===== src/inc/ufci_params.svh =====
`ifndef UFCI_PARAMS_SVH
`define UFCI_PARAMS_SVH

// Register word indices (byte address is four times the index)
`define UFCI_IDX_ENABLE 4'h1
`define UFCI_IDX_FIFO 4'h2
`define UFCI_IDX_PORT 4'h4
`define UFCI_IDX_EVTSTAT 4'h5
`define UFCI_IDX_EVTMASK 4'h6

// fifo_control fields
`define UFCI_FC_ENABLE 0
`define UFCI_FC_RXCLR 1
`define UFCI_FC_TXCLR 2
`define UFCI_FC_TRIG_LO 6
`define UFCI_FC_TRIG_HI 7

// interrupt_enable fields
`define UFCI_IE_RDA 0
`define UFCI_IE_THRE 1
`define UFCI_IE_RLS 2
`define UFCI_IE_MS 3

// Port control field
`define UFCI_PC_USER_OUTPUT_TWO 3

// Event status bit positions
`define UFCI_EV_RLS 0
`define UFCI_EV_RDA 1
`define UFCI_EV_TO 2
`define UFCI_EV_THRE 3
`define UFCI_EV_MS 4

// Identification codes, bits 3:0; FIFO mode code for bits 7:6
`define UFCI_ID_NONE 4'h1
`define UFCI_ID_RLS 4'h6
`define UFCI_ID_RDA 4'h4
`define UFCI_ID_TO 4'hC
`define UFCI_ID_THRE 4'h2
`define UFCI_ID_MS 4'h0
`define UFCI_ID_FIFO_ON 2'h3

// Trigger levels in bytes
`define UFCI_TRIG_1 8'h01
`define UFCI_TRIG_4 8'h04
`define UFCI_TRIG_8 8'h08
`define UFCI_TRIG_14 8'h0E

// Character times of silence before a timeout
`define UFCI_TIMEOUT_CHARS 3'h4

// Reset values
`define UFCI_RST_TRIG 2'h0
`define UFCI_RST_ENABLE 4'h0
`define UFCI_RST_EVT 5'h00

`endif


===== src/inc/ufci_pkg.sv =====
package ufci_pkg;
    typedef logic [31:0] ufci_word_t;
    typedef logic [7:0] ufci_byte_t;
    typedef logic [4:0] ufci_evt_t;
    typedef enum logic {
        BUS_IDLE,
        BUS_DONE
    } ufci_bus_t;
endpackage : ufci_pkg


===== src/inc/ufci_rx_if.sv =====
interface ufci_rx_if;
    logic fifoMode;
    logic rxPush;
    logic rxPop;
    logic rxFlush;
    logic rxEmpty;
    logic charTick;
    logic timeout;
    modport ctl (
        output fifoMode, rxPush, rxPop, rxFlush, rxEmpty, charTick,
        input timeout
    );
    modport tmr (
        input fifoMode, rxPush, rxPop, rxFlush, rxEmpty, charTick,
        output timeout
    );
endinterface : ufci_rx_if


===== src/rtl/ufci_timeout.sv =====
`include "ufci_params.svh"

module ufci_timeout (
    // Clock and reset
    input wire logic sys_clk,
    input wire logic rst,
    // Receive FIFO activity
    ufci_rx_if.tmr rx
);
    import ufci_pkg::*;

    logic [2:0] ticks_q;
    logic timeout_q;
    logic restart;

    // Any FIFO activity or an empty FIFO restarts the silence count
    assign restart = !rx.fifoMode || rx.rxEmpty || rx.rxPush ||
        rx.rxPop || rx.rxFlush;

    always_ff @(posedge sys_clk) begin
        if (rst || restart) begin
            ticks_q <= 3'h0;
        end else if (rx.charTick && ticks_q != `UFCI_TIMEOUT_CHARS) begin
            ticks_q <= ticks_q + 3'h1;
        end
    end

    always_ff @(posedge sys_clk) begin
        if (rst) begin
            timeout_q <= 1'b0;
        end else if (rx.rxPop || rx.rxFlush || !rx.fifoMode ||
            rx.rxEmpty) begin
            timeout_q <= 1'b0;
        end else if (ticks_q == `UFCI_TIMEOUT_CHARS) begin
            timeout_q <= 1'b1;
        end
    end

    assign rx.timeout = timeout_q;
endmodule : ufci_timeout


===== src/rtl/ufci_top.sv =====
// Function
// fifo_control bit 0 one enables both FIFOs; zero disables and empties them.
// Leaving FIFO operation empties both FIFOs automatically.
// Host keeps bit 0 set when programming the other control bits.
// Bit 1 flushes receive FIFO and counters, not shift register; self-clears.
// Bit 2 flushes transmit FIFO and counters, not shift register; self-clears.
// Bit 3 does nothing; no DMA; bits 4 and 5 reserved.
// Bits 7:6 pick receive trigger level of 1, 4, 8 or 14 bytes.
// Priority: line status, received data or timeout, transmit empty, modem.
// Identification value stays frozen during a host read of it.
// Ident bit 0 reads zero while an enabled interrupt is pending.
// Ident bits 3:0 encode highest pending source with fixed codes.
// Ident bit 3 is zero outside FIFO mode, set with timeout.
// Ident bits 4 and 5 always read zero.
// Ident bits 7:6 read one while FIFO enable is one.
// Timeout after four silent character times with data in receive FIFO.
// Each source clears on its own read or write event.
// A source is reported only while its interrupt_enable bit is set.
// Interrupt pin is driven only while user_output_two is one.
// Reset leaves FIFOs off and empty, trigger one byte, ident 0x01.
//
// Added by the designer: the Avalon-MM register port.
`include "ufci_params.svh"

module ufci_top #(
    parameter int CNT_W = 5
) (
    // Clock and reset
    input wire logic sys_clk,
    input wire logic rst,
    // Avalon-MM slave
    input wire logic [5:0] address,
    input wire logic read,
    input wire logic write,
    input wire ufci_pkg::ufci_word_t writedata,
    output ufci_pkg::ufci_word_t readdata,
    output logic waitrequest,
    // Receive FIFO status and strobes
    input wire logic [CNT_W-1:0] rxCount,
    input wire logic rxPush,
    input wire logic rxPop,
    input wire logic charTick,
    // Transmitter, line and modem status strobes
    input wire logic thrEmptyEvt,
    input wire logic thrWrite,
    input wire logic lineErr,
    input wire logic lsrRead,
    input wire logic modemChange,
    input wire logic msrRead,
    // FIFO control outputs
    output logic fifoEnable,
    output logic rxFlush,
    output logic txFlush,
    output logic [CNT_W-1:0] triggerLevel,
    // Interrupt outputs
    output logic intrOut,
    output logic intrOe,
    output logic irq
);
    import ufci_pkg::*;

    // Receive trigger level in bytes from the two select bits
    function automatic logic [CNT_W-1:0] trigBytes(input logic [1:0] sel);
        logic [7:0] bytes;
        case (sel)
            2'h0: bytes = `UFCI_TRIG_1;
            2'h1: bytes = `UFCI_TRIG_4;
            2'h2: bytes = `UFCI_TRIG_8;
            default: bytes = `UFCI_TRIG_14;
        endcase
        trigBytes = bytes[CNT_W-1:0];
    endfunction : trigBytes

    // Prioritised identification byte
    function automatic ufci_byte_t identByte(
        input logic fifoOn,
        input logic rls,
        input logic rda,
        input logic tmo,
        input logic thre,
        input logic ms
    );
        logic [3:0] code;
        if (rls) begin
            code = `UFCI_ID_RLS;
        end else if (rda) begin
            code = `UFCI_ID_RDA;
        end else if (tmo) begin
            code = `UFCI_ID_TO;
        end else if (thre) begin
            code = `UFCI_ID_THRE;
        end else if (ms) begin
            code = `UFCI_ID_MS;
        end else begin
            code = `UFCI_ID_NONE;
        end
        identByte = {fifoOn ? `UFCI_ID_FIFO_ON : 2'h0, 2'h0, code};
    endfunction : identByte

    // Completing access to one register index
    function automatic logic regHit(
        input logic done,
        input logic [3:0] idx,
        input logic [3:0] want
    );
        regHit = done && idx == want;
    endfunction : regHit

    ufci_rx_if rxIf ();

    ufci_bus_t busState_q;
    logic [3:0] regIdx;
    logic reqActive;
    logic wrDone;
    logic rdDone;
    logic fifoWrite;
    logic rdStart;
    logic [3:0] ienable_q;
    logic [1:0] trigSel_q;
    logic fifoEnable_q;
    logic rxFlush_q;
    logic txFlush_q;
    logic userOut2_q;
    logic rlsPend_q;
    logic threPend_q;
    logic msPend_q;
    logic rdaPend;
    logic rlsOn;
    logic rdaOn;
    logic toOn;
    logic threOn;
    logic msOn;
    ufci_byte_t identNow;
    ufci_byte_t identSnap_q;
    ufci_word_t readdata_q;
    ufci_evt_t evtNow;
    ufci_evt_t evtPrev_q;
    ufci_evt_t evtRise;
    ufci_evt_t evtStat_q;
    ufci_evt_t evtMask_q;
    logic intrOut_q;

    // Bus handshake: one wait state on every access
    assign reqActive = read || write;
    assign regIdx = address[5:2];
    assign waitrequest = reqActive && busState_q == BUS_IDLE;
    assign wrDone = write && busState_q == BUS_DONE;
    assign rdDone = read && busState_q == BUS_DONE;
    assign fifoWrite = regHit(wrDone, regIdx, `UFCI_IDX_FIFO);
    assign rdStart = read && busState_q == BUS_IDLE;

    always_ff @(posedge sys_clk) begin
        if (rst) begin
            busState_q <= BUS_IDLE;
        end else begin
            case (busState_q)
                BUS_IDLE: begin
                    if (reqActive) begin
                        busState_q <= BUS_DONE;
                    end
                end
                BUS_DONE: busState_q <= BUS_IDLE;
                default: busState_q <= BUS_IDLE;
            endcase
        end
    end

    // Interrupt enable and port control registers
    always_ff @(posedge sys_clk) begin
        if (rst) begin
            ienable_q <= `UFCI_RST_ENABLE;
        end else if (regHit(wrDone, regIdx, `UFCI_IDX_ENABLE)) begin
            ienable_q <= writedata[3:0];
        end
    end

    always_ff @(posedge sys_clk) begin
        if (rst) begin
            userOut2_q <= 1'b0;
        end else if (regHit(wrDone, regIdx, `UFCI_IDX_PORT)) begin
            userOut2_q <= writedata[`UFCI_PC_USER_OUTPUT_TWO];
        end
    end

    // FIFO control; bit 3 and bits 5:4 are ignored
    always_ff @(posedge sys_clk) begin
        if (rst) begin
            fifoEnable_q <= 1'b0;
            trigSel_q <= `UFCI_RST_TRIG;
        end else if (fifoWrite) begin
            fifoEnable_q <= writedata[`UFCI_FC_ENABLE];
            if (writedata[`UFCI_FC_ENABLE]) begin
                trigSel_q <= writedata[`UFCI_FC_TRIG_HI:`UFCI_FC_TRIG_LO];
            end
        end
    end

    // Flush strobes last one cycle, so the bits clear themselves
    always_ff @(posedge sys_clk) begin
        if (rst) begin
            rxFlush_q <= 1'b1;
            txFlush_q <= 1'b1;
        end else begin
            rxFlush_q <= fifoWrite && (!writedata[`UFCI_FC_ENABLE] ||
                writedata[`UFCI_FC_RXCLR]);
            txFlush_q <= fifoWrite && (!writedata[`UFCI_FC_ENABLE] ||
                writedata[`UFCI_FC_TXCLR]);
        end
    end

    // Character timeout detection
    assign rxIf.fifoMode = fifoEnable_q;
    assign rxIf.rxPush = rxPush;
    assign rxIf.rxPop = rxPop;
    assign rxIf.rxFlush = rxFlush_q;
    assign rxIf.rxEmpty = rxCount == '0;
    assign rxIf.charTick = charTick;

    ufci_timeout timeoutUnit (
        .sys_clk(sys_clk),
        .rst(rst),
        .rx(rxIf.tmr)
    );

    // Pending sources; a new event wins over a clear in the same cycle
    always_ff @(posedge sys_clk) begin
        if (rst) begin
            rlsPend_q <= 1'b0;
        end else if (lineErr) begin
            rlsPend_q <= 1'b1;
        end else if (lsrRead) begin
            rlsPend_q <= 1'b0;
        end
    end

    always_ff @(posedge sys_clk) begin
        if (rst) begin
            threPend_q <= 1'b0;
        end else if (thrEmptyEvt) begin
            threPend_q <= 1'b1;
        end else if (thrWrite || (regHit(rdDone, regIdx, `UFCI_IDX_FIFO) &&
            identSnap_q[3:0] == `UFCI_ID_THRE)) begin
            threPend_q <= 1'b0;
        end
    end

    always_ff @(posedge sys_clk) begin
        if (rst) begin
            msPend_q <= 1'b0;
        end else if (modemChange) begin
            msPend_q <= 1'b1;
        end else if (msrRead) begin
            msPend_q <= 1'b0;
        end
    end

    // Data available follows the FIFO level; clears below trigger in FIFO mode, when empty otherwise
    assign rdaPend = fifoEnable_q ? rxCount >= triggerLevel :
        rxCount != '0;

    assign rlsOn = rlsPend_q && ienable_q[`UFCI_IE_RLS];
    assign rdaOn = rdaPend && ienable_q[`UFCI_IE_RDA];
    assign toOn = rxIf.timeout && ienable_q[`UFCI_IE_RDA];
    assign threOn = threPend_q && ienable_q[`UFCI_IE_THRE];
    assign msOn = msPend_q && ienable_q[`UFCI_IE_MS];

    assign identNow = identByte(fifoEnable_q, rlsOn, rdaOn, toOn,
        threOn, msOn);

    // Snapshot taken when the read begins and held until it completes
    always_ff @(posedge sys_clk) begin
        if (rst) begin
            identSnap_q <= identByte(1'b0, 1'b0, 1'b0, 1'b0, 1'b0, 1'b0);
        end else if (rdStart) begin
            identSnap_q <= identNow;
        end
    end

    // Read data is latched in the wait cycle and stands at completion
    always_ff @(posedge sys_clk) begin
        if (rst) begin
            readdata_q <= '0;
        end else if (rdStart) begin
            case (regIdx)
                `UFCI_IDX_ENABLE: readdata_q <= {28'h0, ienable_q};
                `UFCI_IDX_FIFO: readdata_q <= {24'h0, identNow};
                `UFCI_IDX_PORT: readdata_q <= {28'h0, userOut2_q, 3'h0};
                `UFCI_IDX_EVTSTAT: readdata_q <= {27'h0, evtStat_q};
                `UFCI_IDX_EVTMASK: readdata_q <= {27'h0, evtMask_q};
                default: readdata_q <= '0;
            endcase
        end
    end

    // Sticky event status, write one to clear; a new event wins
    assign evtNow = {msOn, threOn, toOn, rdaOn, rlsOn};
    assign evtRise = evtNow & ~evtPrev_q;

    always_ff @(posedge sys_clk) begin
        if (rst) begin
            evtPrev_q <= `UFCI_RST_EVT;
        end else begin
            evtPrev_q <= evtNow;
        end
    end

    always_ff @(posedge sys_clk) begin
        if (rst) begin
            evtStat_q <= `UFCI_RST_EVT;
        end else if (regHit(wrDone, regIdx, `UFCI_IDX_EVTSTAT)) begin
            evtStat_q <= (evtStat_q & ~writedata[4:0]) | evtRise;
        end else begin
            evtStat_q <= evtStat_q | evtRise;
        end
    end

    always_ff @(posedge sys_clk) begin
        if (rst) begin
            evtMask_q <= `UFCI_RST_EVT;
        end else if (regHit(wrDone, regIdx, `UFCI_IDX_EVTMASK)) begin
            evtMask_q <= writedata[4:0];
        end
    end

    // Port interrupt follows any enabled pending source
    always_ff @(posedge sys_clk) begin
        if (rst) begin
            intrOut_q <= 1'b0;
        end else begin
            intrOut_q <= |evtNow;
        end
    end

    assign readdata = readdata_q;
    assign fifoEnable = fifoEnable_q;
    assign rxFlush = rxFlush_q;
    assign txFlush = txFlush_q;
    assign triggerLevel = trigBytes(trigSel_q);
    assign intrOut = intrOut_q;
    assign intrOe = userOut2_q;
    assign irq = |(evtStat_q & evtMask_q);
endmodule : ufci_top


===== config.mk =====
export PLATFORM = sky130hd
export DESIGN_NAME = ufci_top
export DESIGN_NICKNAME = d
export VERILOG_FILES = /design/src/inc/ufci_pkg.sv /design/src/inc/ufci_rx_if.sv /design/src/rtl/ufci_timeout.sv /design/src/rtl/ufci_top.sv
export VERILOG_INCLUDE_DIRS = /design/src /design/src/inc
export SDC_FILE = /design/constraint.sdc
export NUM_CORES = 1
export LEC_CHECK = 0
export ABC_AREA = 0
export BUFFER_PORTS_ARGS = -buffer_cell sky130_fd_sc_hd__buf_4
export CAP_MARGIN = 0
export CORE_MARGIN = 5
export CORE_UTILIZATION = 51
export DETAILED_ROUTE_END_ITERATION = 8
export PLACE_DENSITY = 0.95
export SLEW_MARGIN = 20
export SYNTH_ARGS = -nofsm -noshare
export SYNTH_HDL_FRONTEND = slang
export SYNTH_SLANG_ARGS = --single-unit

===== constraint.sdc =====
create_clock -name sys_clk -period 2.95 [get_ports sys_clk]
set_input_delay 0.4425 -clock sys_clk [delete_from_list [all_inputs] [get_ports sys_clk]]
set_output_delay 0.4425 -clock sys_clk [all_outputs]
set_load 0.01 [all_outputs]

==> results_dict.tcl, run 1 <==
set metrics [dict create \
    critPathKind "reg2reg" \
    hold_buffers 0 \
    synthArstFlopShare 0 \
    start_util 0.534 \
    wl_per_cell_um 14.7 \
    htree_levels 2 \
    rsz0062_at_grt "false" \
    dr.first_iter.drc_count 175 \
    cts-root-buf "clkbuf_8" \
    outcome "finished clean" \
    min_path_type "in2reg" \
    cts_tree "yes" \
    vias_per_cell 5.60 \
    ant_nets 0 \
    cts_num_sinks 44 \
    grt_start_max_net_pins 46 \
    yosys-top-cells-area "dfxtp_1, buf_4, mux2i_1" \
    clock_latency_ps 300 \
    worst_ep_arrival_time_ps 2170 \
    synthCells 280 \
    yosys.area.top_type "dfxtp_1" \
    track_usage 0.173 \
    yosys_warnings 0 \
    clkTransAtPathRegs_ps 80 \
    power_density_nw_per_um2 432 \
    worst_slack_ps 978 \
    finalHoldViolCount 0 \
    diodes 0 \
    gp_congestion 0.856 \
    nets 380 \
    skew_ps 5.75 \
    core-area_um2 4410 \
    grt_overflow 0 \
    yosysTopAreaCellShare 0.374 \
    ctsLongestPathBuffers 2 \
    hold_slack_ps 353 \
    max_slew_margin 0.583 \
    drc 0 \
    cts_setup_buffers 0 \
    setup_viol 0 \
    maxCapViolCount 0 \
    grt_pass1_vias 1950 \
    io_pins 100 \
    via_count 2067 \
    yosysSeqAreaShare 0.374 \
    setup_tns_ps 0 \
    std_cell_rows 24 \
    synth-edff-count 0 \
    layoutNonFillerInstCount 369 \
    synth.distinct_cells 55 \
    fin_area_um2 2700 \
    slew_violations 0 \
    dp_hpwl_um 4070 \
    fin_crit_ps 1970 \
    synthTopCellsByCount "dfxtp_1, nor2_1, buf_4, nand2_1, a21oi_1" \
    finalWirelength_um 5430 \
    cts_resized 0 \
    syn_area_um2 2360 \
    synth_flop_cell "dfxtp_1" \
    dp.cells 363 \
    start_kind "flip-flop" \
    portBuffers 46 \
    cp_slowest_cell "dfxtp_1" \
    antenna_found_initial 0 \
    critPathMaxStageDelay_ps 390 \
    synth_area_per_cell_um2 8.41 \
    grt_pass1_wl_um 8710 \
    syn2layout_area_growth_pct 14.6 \
    worst_setup_path_end_kind "flip-flop" \
    worst_slew_pin_slew_ps 625 \
    crit_fanout 6 \
    place_ws_ps 930 \
    placed_cell_area_um2 2600 \
    irDropWorstVdd_v 0.000314 \
    period_share 0.669 \
    die_w_um 78.0 \
    path_cells "inv_1 > ha_1 > a21oi_1 > o21ai_1 > a21oi_1 > o21ai_1 > o41ai_1" \
    dieArea_um2 6080 \
    synth_seq_cells 44 \
    cp.required_ps 3150 \
    power.leakage_nw 1.15 \
    fmax_mhz 507 \
    cts_made_buffers 5 \
    dr.pass1.iters 4 \
    final_layout_size_suffix_gt1_frac 0.196 \
    die_y_um 78.0 \
    synth.most_common_cell "dfxtp_1" \
]
[state kept, by name, summed over array words and instances (netlist names), 2 cells and up]
name / flops
readdata: 6
evtMask_q: 5
evtPrev_q: 5
evtStat_q: 5
identSnap_q: 4
ienable_q: 4
timeoutUnit.ticks_q: 3
trigSel_q: 2
[per-layer routing]
metal / track usage / wire length (um) / vias up
met3: 0.0567 / 546 / 16
met1: 0.197 / 2070 / 964
li1: - / - / 981
met2: 0.299 / 2670 / 106
met5: 0 / 0 / -
met4: 0.0676 / 146 / 0
[where the power goes]
group / total, mW / internal [mW] / switching (mW)
clock: 0.432 / 0.243 / 0.189
combinational: 0.125 / 0.0496 / 0.0756
sequential: 0.610 / 0.603 / 0.00678
total: 1.17 / 0.895 / 0.272
[layout make-up]
class	count	area, um^2
fill	372	1710
multi-input combinational	205	1250
sequential	44	881
timing repair buffer	46	345
clock buffer	5	68.8
tap	52	65.1
inverter	16	60.1
clock inverter	1	30.0
[final timing paths]
check	slack (ps)	depth (start not counted)	startpoint	endpoint
hold / removal	350	3	modemChange	msPend_q
hold reg to reg	470	2	identSnap_q[0]	identSnap_q[0]
setup reg to reg	980	7	trigSel_q[0]	identSnap_q[3]
setup / recovery	980	7	trigSel_q[0]	identSnap_q[3]
[placed cells by master, fill, tap and decap left out, types with 3 or more instances in the layout]
cell type / Yosys / final
buf_4: 28 / 46
ha_1: 6 / 6
a21oi_1: 20 / 20
mux2i_1: 13 / 13
nor2b_1: 6 / 6
clkbuf_8: 0 / 5
dfxtp_1: 44 / 44
or3_1: 3 / 3
nor2_1: 32 / 32
o21ai_1: 3 / 3
nand2b_1: 4 / 4
o21ai_0: 6 / 6
nand2_1: 21 / 21
inv_1: 16 / 16
nor3_1: 9 / 9
conb_1: 1 / 26
nand3_1: 9 / 9
or2_2: 4 / 4
[worst max-delay path: cells and delay by family, from the launching register on]
family | cells | cell delay [ps]
adder cells (fa/ha/maj) | 1 | 290
flip-flops | 1 | 390
AO/OA/AOI/OAI | 5 | 1140
buffers and inverters | 1 | 60
[stage by stage]
stage / power (mW) / util
6_report: 1.17 / 0.612
5_1_grt: 1.21 / 0.612
3_3_place_gp: 0.743 / 0.589
3_5_place_dp: 0.746 / 0.589
4_1_cts: 1.17 / 0.612
2_1_floorplan: 0.722 / -
[logic make-up (layout without fill, tap and decap cells)]
family / after synthesis / after routing / synth area share
multiplexers: 13 / 13 / 0.0552
flip-flops: 44 / 44 / 0.374
AND/OR/NAND/NOR: 102 / 102 / 0.229
other: 1 / 26 / 0.00159
adder cells (fa/ha/maj): 6 / 6 / 0.0319
XOR/XNOR: 1 / 1 / 0.00372
buffers and inverters: 56 / 68 / 0.135
AO/OA/AOI/OAI: 57 / 57 / 0.169
Power figures use the tool's default switching activity.
==> inputs of run 2 (changes only) <==
- ABC_AREA: 0 -> 1
- CORE_UTILIZATION: 51 -> 47
- PLACE_DENSITY: 0.95 -> 0.91
- clock period: 2.95 -> 1.95 ns (I/O delays scaled with it)
==> run 2 against run 1 <==
Non-clock buffer count up 1. Routed wire length down 7.2%. Synthesized cell count up 13%. First-iteration DRC count up 17%. Clock power up 32%. Worst setup slack worse by 750 ps. Largest power group unchanged.
==> results_dict.tcl, run 2 <==
set metrics [dict create \
    synth-edff-count 0 \
    ant_nets 0 \
    via_count 2022 \
    power_density_nw_per_um2 647 \
    layoutNonFillerInstCount 416 \
    switching_share 0.240 \
    worst_slack_ps 229 \
    synthArstFlopShare 0 \
    track_usage 0.164 \
    rsz0062_at_grt "false" \
    dr.first_iter.drc_count 204 \
    cts_made_buffers 5 \
    fin_crit_ps 1720 \
    die_y_um 78.9 \
    clock_latency_ps 290 \
    syn_area_um2 2230 \
    dr.pass1.iters 4 \
    min_path_type "in2reg" \
    yosys.area.top_type "dfxtp_1" \
    dieArea_um2 6220 \
    yosys_warnings 0 \
    start_kind "flip-flop" \
    yosysSeqAreaShare 0.395 \
    clkTransAtPathRegs_ps 80 \
    cts_num_sinks 44 \
    cts_tree "yes" \
    core-area_um2 4660 \
    grt_start_max_net_pins 29 \
    cts_setup_buffers 0 \
    diodes 0 \
    std_cell_rows 25 \
    vias_per_cell 4.86 \
    power.leakage_nw 1.22 \
    start_util 0.478 \
    htree_levels 2 \
    crit_family "simple AND/OR/NAND/NOR gates" \
    portBuffers 46 \
    synth_area_per_cell_um2 7.06 \
    setup_viol 0 \
    p_int_mw 1.27 \
    nets 423 \
    wl_per_cell_um 12.1 \
    cts_resized 0 \
    slew_violations 0 \
    path_buf_inv 1 \
    combPwrFrac 0.108 \
    place_ws_ps 267 \
    yosysTopAreaCellShare 0.395 \
    gp_congestion 0.828 \
    path_cells "nor2_1 > ha_1 > inv_1 > nand2_1 > nand3b_1 > nand3_1 > nand2_2 > nand3_2 > nor2_1 > nand2_1 > a21oi_1" \
    final_cell_mix "nand2_1, buf_4, inv_1, dfxtp_1, nor2_1" \
    period_share 0.883 \
    rrSetupSlack_ps 230 \
    final_common_cell "nand2_1" \
    outcome "finished clean" \
    setup_tns_ps 0 \
    final_layout_size_suffix_gt1_frac 0.174 \
    synth.most_common_cell "nand2_1" \
    syn2layout_area_growth_pct 16.1 \
    synth_flop_cell "dfxtp_1" \
    utilization 0.555 \
    grt_overflow 0 \
    critPathKind "reg2reg" \
    worst_setup_path_end_kind "flip-flop" \
    grt_pass1_vias 1928 \
    maxCapViolCount 0 \
    synth_seq_cells 44 \
    dp.cells 408 \
    critPathMaxStageDelay_ps 340 \
    ctsLongestPathBuffers 2 \
    seqPwrFrac 0.551 \
    skew_ps 6.57 \
    power_frac_clock 0.341 \
    cp_slowest_cell "dfxtp_1" \
    dp_hpwl_um 4040 \
    synth.distinct_cells 29 \
    p_switching_mw 0.402 \
    crit_fanout 5 \
    fillerInstances 434 \
    cts-root-buf "clkbuf_8" \
    yosys-top-cells-area "dfxtp_1, nand2_1, buf_4" \
    finalHoldViolCount 0 \
    synthCells 316 \
    hold_buffers 0 \
    drc 0 \
    grt_pass1_wl_um 8210 \
    largest_reg_flops 6 \
    irDropWorstVdd_v 0.000400 \
    io_pins 100 \
    synthTopCellsByCount "nand2_1, dfxtp_1, inv_1, nor2_1, a21oi_1" \
    die_w_um 78.9 \
    antenna_found_initial 0 \
    cp.required_ps 2180 \
    finalWirelength_um 5040 \
    fmax_mhz 581 \
    worst_ep_arrival_time_ps 1950 \
]
-- run 2: cell families (layout without fill, tap and decap cells) --
logic type      Yosys count  after routing  synth area share
other cells               1             26           0.00168
flops                    44             44             0.395
buf+inv                  78             99             0.184
xor+xnor                  1              1           0.00393
compound gates           61             61             0.146
simple gates            125            125             0.235
fa+ha+maj                 6              6            0.0337
-- run 2: stage by stage --
stage	hold WS [ps]	area [um^2]	total power, mW
5_1_grt	202	2590	1.75
4_1_cts	198	2590	1.68
2_1_floorplan	396	2320	1.08
6_report	205	2590	1.67
3_5_place_dp	414	2500	1.12
3_3_place_gp	400	2500	1.12
-- run 2: metal layers --
layer  GRT usage  vias up  share of wire
li1            -     1032              -
met1       0.185      914           0.41
met2       0.301       66           0.50
met3      0.0351       10          0.073
met4      0.0619        0          0.020
met5           0        -              0
-- run 2: final cells by class --
type,instances,area (um^2),share of cell area
Inverter,44,165,0.0638
Sequential cell,44,881,0.340
Multi-Input combinational cell,219,1030,0.399
Tap cell,54,67.6,0.0261
Timing Repair Buffer,47,353,0.136
Clock buffer,8,90.1,0.0348
-- run 2: tightest hold or removal path, cell delays in order --
cell     delay [ps]
buf_4            70
a21oi_1          30
nor2_1           60
-- run 2: power groups by stage --
stage                     clock [mW]  combinational [mW]  sequential [mW]
final                          0.571               0.181            0.923
after global routing           0.626               0.201            0.925
after CTS                      0.581               0.179            0.923
after detailed placement           0               0.178            0.944
after global placement             0               0.173            0.943
after floorplan                    0               0.141            0.943
-- run 2: final timing paths --
kind	from	endpoint	cells after the start
worst max register to register	trigSel_q[1]	readdata[0]	11
worst min-delay path	modemChange	msPend_q	3
worst max-delay path	trigSel_q[1]	readdata[0]	11
worst min register to register	evtPrev_q[1]	evtStat_q[1]	1
==> inputs of run 3 (changes only) <==
- CORE_UTILIZATION: 47 -> 42
- PLACE_DENSITY: 0.91 -> 0.86
- clock period: 1.95 -> 1.5 ns (I/O delays scaled with it)
==> run 3 against run 2 <==
The flow now finishes with violations (setup timing). Sequential share of layout area is 3.2 points lower. Via count is 7.1% higher. Register-to-register slack worse by 320 ps. Global-route usage is 1.0 points lower. Fmax is 8.3% higher. First-iteration DRC count is 11% higher. Routed wire length is 14% higher. Final cell count is 7.9% higher. Utilization is 0.76 points higher. Combinational power is 50% higher. Worst setup slack worse by 320 ps. Total power is 42% higher.
==> results_dict.tcl, run 3 (same netlist as run 2, synthesis figures left out) <==
set metrics [dict create \
    place_ws_ps -110 \
    power_density_nw_per_um2 822 \
    largest_reg_flops 6 \
    ctsLongestPathBuffers 2 \
    track_usage 0.154 \
    fin_crit_ps 1590 \
    io_pins 100 \
    crit_fanout 4 \
    maxCapViolCount 0 \
    cts_made_buffers 5 \
    worst_slack_ps -88.8 \
    grt_overflow 0 \
    period_share 1.06 \
    path_cells "nor2_4 > ha_4 > inv_2 > nand2_1 > nand3b_1 > nand3_2 > nand2_4 > nand3_2 > nor2_2 > inv_1 > nand2_1 > inv_1" \
    critPathMaxStageDelay_ps 370 \
    diodes 0 \
    dieArea_um2 6870 \
    r2r-end "intrOut" \
    hp-start "lineErr" \
    grt_pass1_wl_um 8830 \
    dr.pass1.iters 4 \
    antenna_found_initial 0 \
    worst_ep_arrival_time_ps 1800 \
    clkTransAtPathRegs_ps 80 \
    finalHoldViolCount 0 \
    min_path_type "in2reg" \
    hold_end "rlsPend_q" \
    fmax_mhz 629 \
    irDropWorstVdd_v 0.000431 \
    htree_levels 2 \
    utilization 0.563 \
    setup_tns_ps -353 \
    ant_nets 0 \
    nets 440 \
    dr.first_iter.drc_count 226 \
    via_count 2165 \
    drc 0 \
    clock_latency_ps 310 \
    grt_start_max_net_pins 17 \
    core-area_um2 5140 \
    worst_setup_path_end_kind "flip-flop" \
    skew_ps 9.98 \
    fin_area_um2 2890 \
    gp_congestion 0.909 \
    portBuffers 46 \
    outcome "finished, violations left" \
    cts_tree "yes" \
    path_buf_inv 3 \
    cts_num_sinks 44 \
    rrSetupSlack_ps -90 \
    reg2reg_depth 12 \
    crit_family "simple AND/OR/NAND/NOR gates" \
    critPathKind "reg2reg" \
    fillerInstances 443 \
    hold_buffers 0 \
    syn2layout_area_growth_pct 29.8 \
    final_cell_mix "buf_4, nand2_1, nor2_1, dfxtp_1, inv_1" \
    cp.required_ps 1710 \
    final_layout_size_suffix_gt1_frac 0.301 \
    die_y_um 82.9 \
    vias_per_cell 4.82 \
    whs_path_depth 3 \
    start_util 0.434 \
    std_cell_rows 26 \
    cts-root-buf "clkbuf_8" \
    grt_pass1_vias 2036 \
    cp_slowest_cell "dfxtp_4" \
    start_kind "flip-flop" \
    slew_violations 0 \
    rsz0062_at_grt "true" \
    final_common_cell "buf_4" \
    placed_cell_area_um2 2630 \
    violations "setup timing" \
    die_w_um 82.9 \
    wl_per_cell_um 12.8 \
    finalWirelength_um 5760 \
    r2r_start "trigSel_q[1]" \
    dp_hpwl_um 4090 \
    power.leakage_nw 1.33 \
    setup_viol 9 \
]
[run 3: area by class of cell]
type	count	area [um^2]	share of cell area
timing repair buffer	64	480	0.166
multi-input combinational	219	1160	0.400
clock inverter	3	42.5	0.0147
tap	70	87.6	0.0303
sequential	44	892	0.308
clock buffer	5	68.8	0.0238
inverter	44	165	0.0571
[run 3: worst max path at each step]
stage | startpoint | to | slack [ps] | cells after the start
3_3_place_gp | trigSel_q[1] | readdata[1] | -90 | 13
5_1_grt | trigSel_q[1] | readdata[1] | -180 | 13
2_1_floorplan | trigSel_q[0] | intrOut | 20 | 12
4_1_cts | trigSel_q[1] | intrOut | -90 | 12
6_report | trigSel_q[1] | intrOut | -90 | 12
3_5_place_dp | trigSel_q[0] | readdata[1] | -110 | 12
[run 3: per-stage QoR]
step	instances	hold slack (ps)	total power, mW
floorplan	341	342	1.41
global placement	438	397	1.47
detailed placement	438	410	1.47
CTS	446	122	2.37
global route	449	146	2.46
finish	449	127	2.38
[run 3: where the power goes]
part / internal [mW] / switching (mW)
registers: 1.18 / 0.0113
clock network: 0.493 / 0.419
logic: 0.114 / 0.158
total: 1.79 / 0.589
[run 3: timing repair]
| action | in CTS | in global routing |
|---|---|---|
| pin swaps | 4 | 5 |
| endpoints found under the setup margin | 11 | 12 |
| cloned | 0 | 0 |
| resized for setup | 11 | 28 |
| setup buffers | 0 | 3 |
[run 3: per-layer routing]
layer / global-route usage / routed length, um / share of wire
met5: 0 / 0 / 0
met4: 0.0758 / 141 / 0.024
met3: 0.0406 / 464 / 0.081
met2: 0.267 / 2870 / 0.50
met1: 0.174 / 2280 / 0.40
[run 3: tightest hold or removal path, delay by kind of cell]
kind                   cells  cell delay [ps]
buffers and inverters      1               70
AND/OR/NAND/NOR            1               60
AO/OA/AOI/OAI              1               30
